`src/hw/mct_pkg.sv`:
```
// Constants, register map and field layout of the multi_channel_timer common control.
package mct_pkg;

  // ==========================================================================
  // Sizes.
  localparam int unsigned MCT_NCH  = 5;
  localparam int unsigned MCT_CW   = 16;
  localparam int unsigned MCT_PHCH = 2;

  // ==========================================================================
  // Register indices; the byte address is four times the index.
  localparam logic [29:0] IDX_RUN  = 30'h05FFFF00;
  localparam logic [29:0] IDX_SYNC = 30'h05FFFF01;
  localparam logic [29:0] IDX_MODE = 30'h05FFFF02;
  localparam logic [29:0] IDX_FUNC = 30'h05FFFF03;
  localparam logic [29:0] IDX_STAT = 30'h05FFFF40;
  localparam logic [29:0] IDX_MASK = 30'h05FFFF41;

  localparam logic [31:0] ADDR_RUN  = {IDX_RUN, 2'b00};
  localparam logic [31:0] ADDR_SYNC = {IDX_SYNC, 2'b00};
  localparam logic [31:0] ADDR_MODE = {IDX_MODE, 2'b00};
  localparam logic [31:0] ADDR_FUNC = {IDX_FUNC, 2'b00};
  localparam logic [31:0] ADDR_STAT = {IDX_STAT, 2'b00};
  localparam logic [31:0] ADDR_MASK = {IDX_MASK, 2'b00};

  // ==========================================================================
  // Field positions, writable masks, fixed read bits and reset values.
  localparam int unsigned MODE_PHASE_BIT = 6;
  localparam int unsigned MODE_FLAG_DIRECTION_SELECT_BIT  = 5;
  localparam int unsigned FUNC_CMB_LSB   = 4;

  localparam logic [7:0] WM_RUN  = 8'h1F;
  localparam logic [7:0] WM_SYNC = 8'h1F;
  localparam logic [7:0] WM_MODE = 8'h7F;
  localparam logic [7:0] WM_FUNC = 8'h3F;
  localparam logic [7:0] WM_STAT = 8'h1F;

  localparam logic [7:0] FIX_RUN  = 8'hE0;
  localparam logic [7:0] FIX_SYNC = 8'hE0;
  localparam logic [7:0] FIX_MODE = 8'h80;
  localparam logic [7:0] FIX_FUNC = 8'hC0;

  localparam logic [7:0] RST_CTRL = 8'h00;

  // ==========================================================================
  // Combination modes of channels 3 and 4.
  typedef enum logic [1:0] {
    CMB_NORM0 = 2'b00,
    CMB_NORM1 = 2'b01,
    CMB_COMPL = 2'b10,
    CMB_RSYNC = 2'b11
  } mct_cmb_t;

endpackage : mct_pkg

```
`src/hw/mct_chan_cnt.sv`:
```
// One channel counter with clear, preset, run gate and wrap pulses.
`timescale 1ns/10ps
module mct_chan_cnt
  import mct_pkg::*;
#(
  parameter int unsigned CW = MCT_CW
) (
  // Clock and reset.
  input  wire logic          pclk,
  input  wire logic          presetn,
  // Control.
  input  wire logic          run,
  input  wire logic          step,
  input  wire logic          up,
  input  wire logic          clr,
  input  wire logic          load,
  input  wire logic [CW-1:0] load_val,
  // Results.
  output logic      [CW-1:0] cnt,
  output logic               ovf,
  output logic               unf
);

  logic [CW-1:0] cnt_r;
  logic [CW-1:0] cnt_nxt;
  logic          ovf_r;
  logic          ovf_nxt;
  logic          unf_r;
  logic          unf_nxt;

  // ==========================================================================
  // Clear beats preset, preset beats counting, so a wrap never hides a clear.
  always_comb begin
    cnt_nxt = cnt_r;
    ovf_nxt = 1'b0;
    unf_nxt = 1'b0;
    if (clr) begin
      cnt_nxt = '0;
    end else if (load) begin
      cnt_nxt = load_val;
    end else if (run && step) begin
      if (up) begin
        cnt_nxt = cnt_r + 1'b1;
        ovf_nxt = &cnt_r;
      end else begin
        cnt_nxt = cnt_r - 1'b1;
        unf_nxt = ~|cnt_r;
      end
    end
  end

  always_ff @(posedge pclk or negedge presetn) begin
    if (!presetn) begin
      cnt_r <= '0;
      ovf_r <= 1'b0;
      unf_r <= 1'b0;
    end else begin
      cnt_r <= cnt_nxt;
      ovf_r <= ovf_nxt;
      unf_r <= unf_nxt;
    end
  end

  assign cnt = cnt_r;
  assign ovf = ovf_r;
  assign unf = unf_r;

endmodule : mct_chan_cnt

```
`src/hw/mct_ctrl.sv`:
```
// Common control of the multi_channel_timer: APB registers, sync logic, counters, interrupt.
`timescale 1ns/10ps
module mct_ctrl
  import mct_pkg::*;
#(
  parameter int unsigned CW = MCT_CW
) (
  // Clock and reset.
  input  wire logic                      pclk,
  input  wire logic                      presetn,
  // APB slave.
  input  wire logic                      psel,
  input  wire logic                      penable,
  input  wire logic                      pwrite,
  input  wire logic [31:0]               paddr,
  input  wire logic [31:0]               pwdata,
  output logic      [31:0]               prdata,
  output logic                           pready,
  output logic                           pslverr,
  // Per-channel clear and preset requests from the channel logic.
  input  wire logic [MCT_NCH-1:0]        clr_req,
  input  wire logic [MCT_NCH-1:0]        preset_req,
  input  wire logic [CW-1:0]             preset_val,
  // Two-phase pins of channel 2.
  input  wire logic                      phase_a_pin,
  input  wire logic                      phase_b_pin,
  // Counter values and mode outputs.
  output logic      [MCT_NCH-1:0][CW-1:0] cnt_val,
  output logic      [MCT_NCH-1:0]        pulse_mode,
  output logic                           phase_count_select,
  output logic      [1:0]                combine_mode,
  output logic      [3:0]                buffer_enable,
  // Interrupt.
  output logic                           irq
);

  // ==========================================================================
  // Elaboration check.
  if (CW < 2 || CW > 32) begin : g_bad_width
    $error("mct_ctrl: counter width must be 2 to 32");
  end

  // ==========================================================================
  // Address decode and read value.
  function automatic logic [2:0] dec_addr(input logic [31:0] a);
    unique case (a)
      ADDR_RUN:  dec_addr = 3'h0;
      ADDR_SYNC: dec_addr = 3'h1;
      ADDR_MODE: dec_addr = 3'h2;
      ADDR_FUNC: dec_addr = 3'h3;
      ADDR_STAT: dec_addr = 3'h4;
      ADDR_MASK: dec_addr = 3'h5;
      default:   dec_addr = 3'h7;
    endcase
  endfunction : dec_addr

  // Forward order of {a,b} is 00, 10, 11, 01; one changed bit is one step.
  function automatic logic [1:0] quad_step(input logic [1:0] prev, input logic [1:0] cur);
    quad_step = {^(prev ^ cur), ~(prev[1] ^ cur[0])};
  endfunction : quad_step

  logic [4:0] run_r;
  logic [4:0] run_nxt;
  logic [4:0] sync_r;
  logic [4:0] sync_nxt;
  logic [6:0] mode_r;
  logic [6:0] mode_nxt;
  logic [5:0] func_r;
  logic [5:0] func_nxt;
  logic [4:0] stat_r;
  logic [4:0] stat_nxt;
  logic [4:0] mask_r;
  logic [4:0] mask_nxt;
  logic [31:0] prdata_r;
  logic [31:0] prdata_nxt;
  logic        pready_r;
  logic        pready_nxt;
  logic        pslverr_r;
  logic        pslverr_nxt;
  logic        irq_r;
  logic        irq_nxt;
  logic [2:0]  sel;
  logic        wr_en;
  logic [7:0]  wd;

  assign sel   = dec_addr(paddr);
  assign wr_en = psel && penable && pready_r && pwrite;
  assign wd    = pwdata[7:0];

  // ==========================================================================
  // Pin synchronisers for the phase inputs.
  logic [1:0] ph_s1_r;
  logic [1:0] ph_s2_r;
  logic [1:0] ph_q_r;
  logic [1:0] qstep;

  always_ff @(posedge pclk or negedge presetn) begin
    if (!presetn) begin
      ph_s1_r <= 2'b00;
      ph_s2_r <= 2'b00;
      ph_q_r  <= 2'b00;
    end else begin
      ph_s1_r <= {phase_a_pin, phase_b_pin};
      ph_s2_r <= ph_s1_r;
      ph_q_r  <= ph_s2_r;
    end
  end

  assign qstep = quad_step(ph_q_r, ph_s2_r);

  // ==========================================================================
  // Synchronized preset and clear fan-out.
  logic [4:0] clr_eff;
  logic [4:0] load_eff;
  logic [4:0] step_en;
  logic [4:0] up_en;
  logic [4:0] ovf_w;
  logic [4:0] unf_w;
  logic [4:0] ev;

  always_comb begin
    for (int i = 0; i < MCT_NCH; i++) begin
      clr_eff[i]  = clr_req[i];
      load_eff[i] = preset_req[i];
      if (sync_r[i]) begin
        clr_eff[i]  = clr_req[i] || |(clr_req & sync_r);
        load_eff[i] = preset_req[i] || |(preset_req & sync_r);
      end
      step_en[i] = 1'b1;
      up_en[i]   = 1'b1;
    end
    if (mode_r[MODE_PHASE_BIT]) begin
      step_en[MCT_PHCH] = qstep[1];
      up_en[MCT_PHCH]   = qstep[0];
    end
  end

  for (genvar g = 0; g < MCT_NCH; g++) begin : g_ch
    mct_chan_cnt #(
      .CW(CW)
    ) u_cnt (
      .pclk     (pclk),
      .presetn  (presetn),
      .run      (run_r[g]),
      .step     (step_en[g]),
      .up       (up_en[g]),
      .clr      (clr_eff[g]),
      .load     (load_eff[g]),
      .load_val (preset_val),
      .cnt      (cnt_val[g]),
      .ovf      (ovf_w[g]),
      .unf      (unf_w[g])
    );
  end

  // ==========================================================================
  // Events and register next values.
  always_comb begin
    ev = ovf_w;
    ev[MCT_PHCH] = ovf_w[MCT_PHCH] || (!mode_r[MODE_FLAG_DIRECTION_SELECT_BIT] && unf_w[MCT_PHCH]);
  end

  always_comb begin
    run_nxt  = run_r;
    sync_nxt = sync_r;
    mode_nxt = mode_r;
    func_nxt = func_r;
    mask_nxt = mask_r;
    stat_nxt = stat_r;
    if (wr_en) begin
      unique case (sel)
        3'h0:    run_nxt  = wd[4:0] & WM_RUN[4:0];
        3'h1:    sync_nxt = wd[4:0] & WM_SYNC[4:0];
        3'h2:    mode_nxt = wd[6:0] & WM_MODE[6:0];
        3'h3:    func_nxt = wd[5:0] & WM_FUNC[5:0];
        3'h4:    stat_nxt = stat_r & ~(wd[4:0] & WM_STAT[4:0]);
        3'h5:    mask_nxt = wd[4:0];
        default: run_nxt  = run_r;
      endcase
    end
    // A new event wins over a clearing write in the same cycle.
    stat_nxt = stat_nxt | ev;
    irq_nxt  = |(stat_nxt & mask_nxt);
  end

  // ==========================================================================
  // APB answer: one wait-free access phase, data registered in setup.
  always_comb begin
    pready_nxt  = psel && !penable;
    pslverr_nxt = psel && !penable && (sel == 3'h7);
    prdata_nxt  = prdata_r;
    if (psel && !penable) begin
      unique case (sel)
        3'h0:    prdata_nxt = {24'h000000, FIX_RUN | {3'b000, run_r}};
        3'h1:    prdata_nxt = {24'h000000, FIX_SYNC | {3'b000, sync_r}};
        3'h2:    prdata_nxt = {24'h000000, FIX_MODE | {1'b0, mode_r}};
        3'h3:    prdata_nxt = {24'h000000, FIX_FUNC | {2'b00, func_r}};
        3'h4:    prdata_nxt = {27'h0000000, stat_r};
        3'h5:    prdata_nxt = {27'h0000000, mask_r};
        default: prdata_nxt = 32'h00000000;
      endcase
    end
  end

  always_ff @(posedge pclk or negedge presetn) begin
    if (!presetn) begin
      run_r     <= RST_CTRL[4:0];
      sync_r    <= RST_CTRL[4:0];
      mode_r    <= RST_CTRL[6:0];
      func_r    <= RST_CTRL[5:0];
      stat_r    <= 5'h00;
      mask_r    <= 5'h00;
      prdata_r  <= 32'h00000000;
      pready_r  <= 1'b0;
      pslverr_r <= 1'b0;
      irq_r     <= 1'b0;
    end else begin
      run_r     <= run_nxt;
      sync_r    <= sync_nxt;
      mode_r    <= mode_nxt;
      func_r    <= func_nxt;
      stat_r    <= stat_nxt;
      mask_r    <= mask_nxt;
      prdata_r  <= prdata_nxt;
      pready_r  <= pready_nxt;
      pslverr_r <= pslverr_nxt;
      irq_r     <= irq_nxt;
    end
  end

  // ==========================================================================
  // Outputs.
  assign prdata             = prdata_r;
  assign pready             = pready_r;
  assign pslverr            = pslverr_r;
  assign irq                = irq_r;
  assign pulse_mode         = mode_r[4:0];
  assign phase_count_select = mode_r[MODE_PHASE_BIT];
  // combine field for channels 3 and 4.
  assign combine_mode       = func_r[FUNC_CMB_LSB+1:FUNC_CMB_LSB];
  assign buffer_enable      = func_r[3:0];

  logic wr_mode;
  logic wr_func;
  assign wr_mode = wr_en && (sel == 3'h2);
  assign wr_func = wr_en && (sel == 3'h3);

  for (genvar k = 0; k < MCT_NCH; k++) begin : g_chk

  end
endmodule : mct_ctrl

```
`config.mk`:
```
export PLATFORM = sky130hd
export DESIGN_NAME = mct_ctrl
export DESIGN_NICKNAME = d
export VERILOG_FILES = /design/src/hw/mct_pkg.sv /design/src/hw/mct_chan_cnt.sv /design/src/hw/mct_ctrl.sv
export SDC_FILE = /design/constraint.sdc
export NUM_CORES = 1
export LEC_CHECK = 0
export BUFFER_PORTS_ARGS = -buffer_cell sky130_fd_sc_hd__buf_2
export CORE_AREA = 2 2 192 147
export DETAILED_ROUTE_END_ITERATION = 8
export DIE_AREA = 0 0 194 149
export PLACE_DENSITY = 0.58
export SLEW_MARGIN = 20
export SYNTH_ARGS = -nofsm -noshare
export SYNTH_HDL_FRONTEND = slang
export SYNTH_SLANG_ARGS = --single-unit
```
`constraint.sdc`:
```
create_clock -name pclk -period 3.7 [get_ports pclk]
set_clock_uncertainty 0.15 [all_clocks]
set_input_delay 1.11 -clock pclk [delete_from_list [all_inputs] [get_ports pclk]]
set_output_delay 1.11 -clock pclk [all_outputs]
set_load 0.05 [all_outputs]
```
==> Word level (Yosys, flattened, before mapping) <==
Cells that the tools add are included.
{ "totals": {"register_bits": 160, "inputBits": 97, "elab_cells": 146} }
{ "op_classes": {"n_bitwise": 9, "n_eq_ne": 12, "mux": 54, "reduce_logical": 41, "add_sub_neg": 6} }
{ "ops": {"columns": ["cell", "count"], "rows": [
  ["2-to-1 mux 16 bit", 16],
  ["== test 32 x 29 -> 1 bit, second input constant", 6],
  ["adder 16 x 1 -> 16 bit, second input constant", 5],
  ["AND reduction 16 bit", 5],
  ["case mux 8 bit (6 select lines)", 1],
  ["2-to-1 mux 1 bit", 32],
  ["AND 5 bit", 4],
  ["2-to-1 mux 5 bit", 4],
  ["case mux 3 bit (6 select lines)", 1],
  ["OR reduction 16 bit", 1],
  ["subtractor 16 x 1 -> 16 bit, second input constant", 1],
  ["nonzero test 3 bit", 5],
  ["OR reduction 5 bit", 3],
  ["logical OR 1 bit", 11],
  ["== test 3 bit, second input constant", 3],
  ["AND reduction 2 bit", 4],
  ["logical AND 1 bit", 7],
  ["== test 3 x 2 -> 1 bit, second input constant", 2],
  ["inverter 5 bit", 1],
  ["OR 5 bit", 1],
  ["== test 3 x 1 -> 1 bit, second input constant", 1],
  ["zero test 1 bit", 3],
  ["zero test 3 bit", 1],
  ["parity 2 bit", 1],
  ["3 further kinds", 3]
]} }

==> Longest topological paths before layout <==
{ "logic_depth": {"ltp_word": 8, "mapped_depth": 14} }

==> Cells and area by module <==
From an unflattened synthesis, not the netlist that was laid out.
{ "hier_totals": {"cells_unflattened": 1154, "hier_area_um2": 10662.7} }
{ "modules_own_cells": {"columns": ["module", "cells_per_inst", "n_inst", "seq_area_each_um2", "area_each_um2"], "rows": [
  ["mct_chan_cnt (g_ch[0].u_cnt ...)", 175, 2, 450.4, 1547.7],
  ["mct_ctrl", 268, 1, 1251.2, 2901.5],
  ["mct_chan_cnt (g_ch[3].u_cnt)", 177, 1, 450.4, 1574.0],
  ["mct_chan_cnt (g_ch[2].u_cnt)", 175, 1, 450.4, 1570.3],
  ["mct_chan_cnt (g_ch[4].u_cnt)", 184, 1, 450.4, 1521.5]
]} }

==> Worst setup path after synthesis <==
No wires, ideal clock.
{ "synth_timing": {"path_kind": "input to register", "startpoint": "input paddr[7]", "endpoint": "register irq_r, in the netlist irq", "arrival_ns": 4.146, "required_time_ns": 3.421, "setup_ns": 0.129, "cell_stages": 14, "path_buffers": 1, "setup_slack_ns": -0.724, "cell_sequence": "or4b_1 > nor4_4 > nand2_4 > nor3b_4 > inv_2 > ha_1 > clkbuf_1 > inv_1 > nand2_1 > nor3b_1 > nand4_1 > mux2_2 > a22oi_1 > nand3_1"} }
{ "synth_lines": {"columns": ["element", "line", "text"], "rows": [
  ["start: declaration", "mct_ctrl.sv:15", "input wire logic [31:0] paddr,"],
  ["== test 32 x 29 -> 1 bit", "mct_ctrl.sv:46", "unique case (a)"],
  ["case mux 3 bit (6 select lines) (*)", "mct_ctrl.sv:46", null],
  ["== test 3 bit (*)", "mct_ctrl.sv:171", "unique case (sel)"],
  ["2-to-1 mux 5 bit (*)", "mct_ctrl.sv:171", null],
  ["2-to-1 mux 5 bit (*)", "mct_ctrl.sv:170", "if (wr_en) begin"],
  ["via mask_nxt[2]", "mct_ctrl.sv:73", "logic [4:0] mask_nxt;"],
  ["AND 5 bit (*)", "mct_ctrl.sv:183", "irq_nxt = |(stat_nxt & mask_nxt);"],
  ["OR reduction 5 bit (*)", "mct_ctrl.sv:183", null],
  ["via irq_nxt", "mct_ctrl.sv:81", "logic irq_nxt;"],
  ["end signal: assignment", "mct_ctrl.sv:227", "irq_r <= irq_nxt;"],
  ["end: declaration", "mct_ctrl.sv:80", "logic irq_r;"]
]} }
The timed path passes the listed nets; every way through them passes the cells marked *.
A chain may end at the register's enable or synchronous reset.

==> Worst setup path after layout <==
{ "layout_timing": {"startpoint": "input paddr[5]", "endpoint": "register prdata_r[3], in the netlist prdata[3]"} }
{ "layout_between": {"elab_chain_cells": 4} }
{ "layout_lines": {"columns": ["element", "line", "text"], "rows": [
  ["== test 32 x 29 -> 1 bit", "mct_ctrl.sv:46", null],
  ["case mux 3 bit (6 select lines) (*)", "mct_ctrl.sv:46", null],
  ["== test 3 bit, or another cell as far along", "mct_ctrl.sv:193", "unique case (sel)"],
  ["case mux 8 bit (6 select lines) (*)", "mct_ctrl.sv:193", null],
  ["end signal: assignment", "mct_ctrl.sv:224", "prdata_r <= prdata_nxt;"],
  ["end: declaration", "mct_ctrl.sv:74", "logic [31:0] prdata_r;"]
]} }
Every way passes the cells marked *; elsewhere a longest branch is shown, timed or not.

==> results.ini <==
[sta]
worst_slew_pin_slew_ns = 0.8295
hold_violations = 0
fin_crit_ns = 3.804
rsz0062_at_grt = yes
period_share_pct = 102.8
setup_ws_ns = -0.1036
setup_viol = 6
fmax_mhz = 262.9
finalMaxSlewViolations = 0
whs_ns = 0.2078
slew_headroom_pct = 44.38

[routing]
m1WireLength_um = 12820
first_pass_iters = 5
drt-wirelength-per-cell_um = 18.33
vias = 6999
met2_wirelength_um = 11450
highest_layer = met4
wirelength_um = 25640
via_per_inst = 5.003
wl_met3_um = 1117
drt.antenna.violating_nets = 0
drc = 0
drtIter0Drc = 346

[floorplanning]
die_h_um = 149
die_w_um = 194
core_area_sq_um = 27320
num_rows = 53
dieArea_sq_um = 28910
start_util_pct = 29.14
io_pins = 224

[grt]
grt_pass1_wl_um = 39190
antenna_found_initial = 4
first_global_vias = 6643
grt_max_degree = 52
gr-total-overflow = 0
track_usage_pct = 17.65

[critical_path]
reg2reg_from = ph_q_r[1]
crit_type = primary input to register
cp_slowest_stage_delay_ns = 0.56
startpoint_type = primary input
arrival_ns = 4.02
crit_start = paddr[5]
critPathCaptureType = register
crit_top_cell = buf_6
required_ns = 3.91
cp_max_fo = 5
crit_chain = buf_6, or4b_4, nor4_4, nand2_4, nor3b_4, inv_2, ha_4, buf_6, buf_12, nor4b_1, buf_4, a222oi_1, nor2_1, a221o_1
crit_slowest_cell = nor4b_1

[logic_synthesis]
synthTopCellsByArea = dfrtp_1 43%, a211oi_1 7.1%, xor2_1 4.6%
yosysMostFrequentCell = dfrtp_1
ys_seq_area_share_pct = 42.74
yosys_register_bits = 136
ys_types = 63
netlist_area_sq_um = 7963
async_reset_ff_share_pct = 100.0
ys_warn_count = 0
synth_area_per_cell_sq_um = 9.699
yosys.area.top_type_share_pct = 42.74
synthFlopType = dfrtp_1
syn_inst = 821
synth-edff-count = 0
yosys.area.top_type = dfrtp_1
ys_top_cells_by_count = 136 x dfrtp_1, 92 x nor2_1, 75 x a211oi_1

[cts]
clkSinkCount = 136
clkTransAtPathRegs_ns = 0.06
cts_buffers = 17
clockRootBuffer = clkbuf_16
cts_tree = built
insertion_delay_ns = 0.43
clk_path_buf_depth = 2
cts_hold_buffers = 0
htreeDepth = 4

[power_and_ir_drop]
vdd_drop_max_mv = 0.2960
cellPowerDensity_nw_per_um2 = 421.1
power.total_mw = 4.320
leakage_nw = 4.781

[final_layout]
fill_cells = 2798
final-seq-area_sq_um = 3403
syn2layout_area_growth_pct = 28.83
drive_above_1_share_pct = 30.80
nets = 1143
multiInputGateArea_sq_um = 4328
fin_area_sq_um = 10260

[place]
placed_cell_area_sq_um = 9458
hpwlAfterDp_um = 19200
portBuffers = 174
gp_congestion = 0.8536

[worst_hold_path]
hold_path.class = register to register
hp-start = ph_s1_r[0]

[run_status]
status = complete, but fails checks
violations = setup timing

[flow_run]
cap_viol_max_count = 0

## worst max-delay path, delay by kind of cell
family,cells,cell delay (ns)
simple gates,6,1.88
buf+inv,5,0.64
fa+ha+maj,1,0.18
compound gates,2,0.18
## flip-flops by register name, indices dropped and copies added (netlist names), 2 cells and up
register	flops
sync_r	5
g_ch.u_cnt.cnt	80
ph_q_r	2
run_r	5
stat_r	5
mask_r	5
func_r	6
mode_r	7
prdata	8
g_ch.u_cnt.ovf	5
ph_s1_r	2
ph_s2_r	2
## final timing paths
check / endpoint / slack, ns / cells past startpoint
min in group asynchronous: g_ch[4].u_cnt.cnt[12] / 0.47 / 1
max in group asynchronous: pslverr / 2.20 / 2
hold / removal: ph_s2_r[0] / 0.21 / 0
hold reg to reg: ph_s2_r[0] / 0.21 / 0
setup reg to reg: g_ch[2].u_cnt.cnt[15] / 0.21 / 13
setup / recovery: prdata[3] / -0.10 / 14
## report_power, final
group          total, mW  leakage [nW]  internal [mW]  switching [mW]
Combinational      0.665          2.64          0.170           0.495
Sequential          1.64          1.80           1.55          0.0926
Clock               2.01         0.343           1.34           0.675
## final cells by class
type	instances	area share, %
antenna	3	0.07318
clock buffer	21	4.683
clock inverter	11	2.110
inverter	10	0.3903
multi-input combinational	631	42.19
sequential	136	33.17
tap	357	4.354
timing repair buffer	230	13.03
## metal layers
layer  vias up  track usage (%)
met5         -                0
met4         0            4.545
met3        16            3.527
met2       175            26.53
met1      3407            25.87
li1       3401                -
## metrics by stage
stage | TNS (ns) | cells | util, % | setup slack [ns]
5_1_grt | -1.233 | 1399 | 37.55 | -0.2497
3_3_place_gp | -7.887 | 1359 | 34.62 | -0.5339
3_5_place_dp | -8.749 | 1359 | 34.62 | -0.5900
4_1_cts | -0.002244 | 1393 | 37.32 | -0.002244
2_1_floorplan | -11.13 | 844 | - | -0.6239
6_report | -0.4492 | 1399 | 37.55 | -0.1036
## layout by cell type, fill, tap and decap left out, drive strengths merged, types with 20 or more instances in the layout
cell type and instances:
xnor2 30, clkbuf 21, buf 230, nor2 92, conb 24, nor3 20, nand4 32, a21oi 21
a211oi 75, nand2 67, mux2 28, dfrtp 136, o21ai 25, xor2 42
## logic make-up after synthesis
logic type	after synthesis	synth area share (%)
multiplexers	47	6.631
flip-flops	136	42.74
AND/OR/NAND/NOR	285	18.13
XOR/XNOR	72	7.919
buffers and inverters	77	5.138
adder cells (fa/ha/maj)	20	3.237
AO/OA/AOI/OAI	183	16.15
other	1	0.04709
## timing repair
action,in CTS,in global routing
setup buffers,2,3
gates resized for setup,5,5
pin swaps,8,10
setup endpoints to repair,2,11
(Power assumes the default switching activity.)
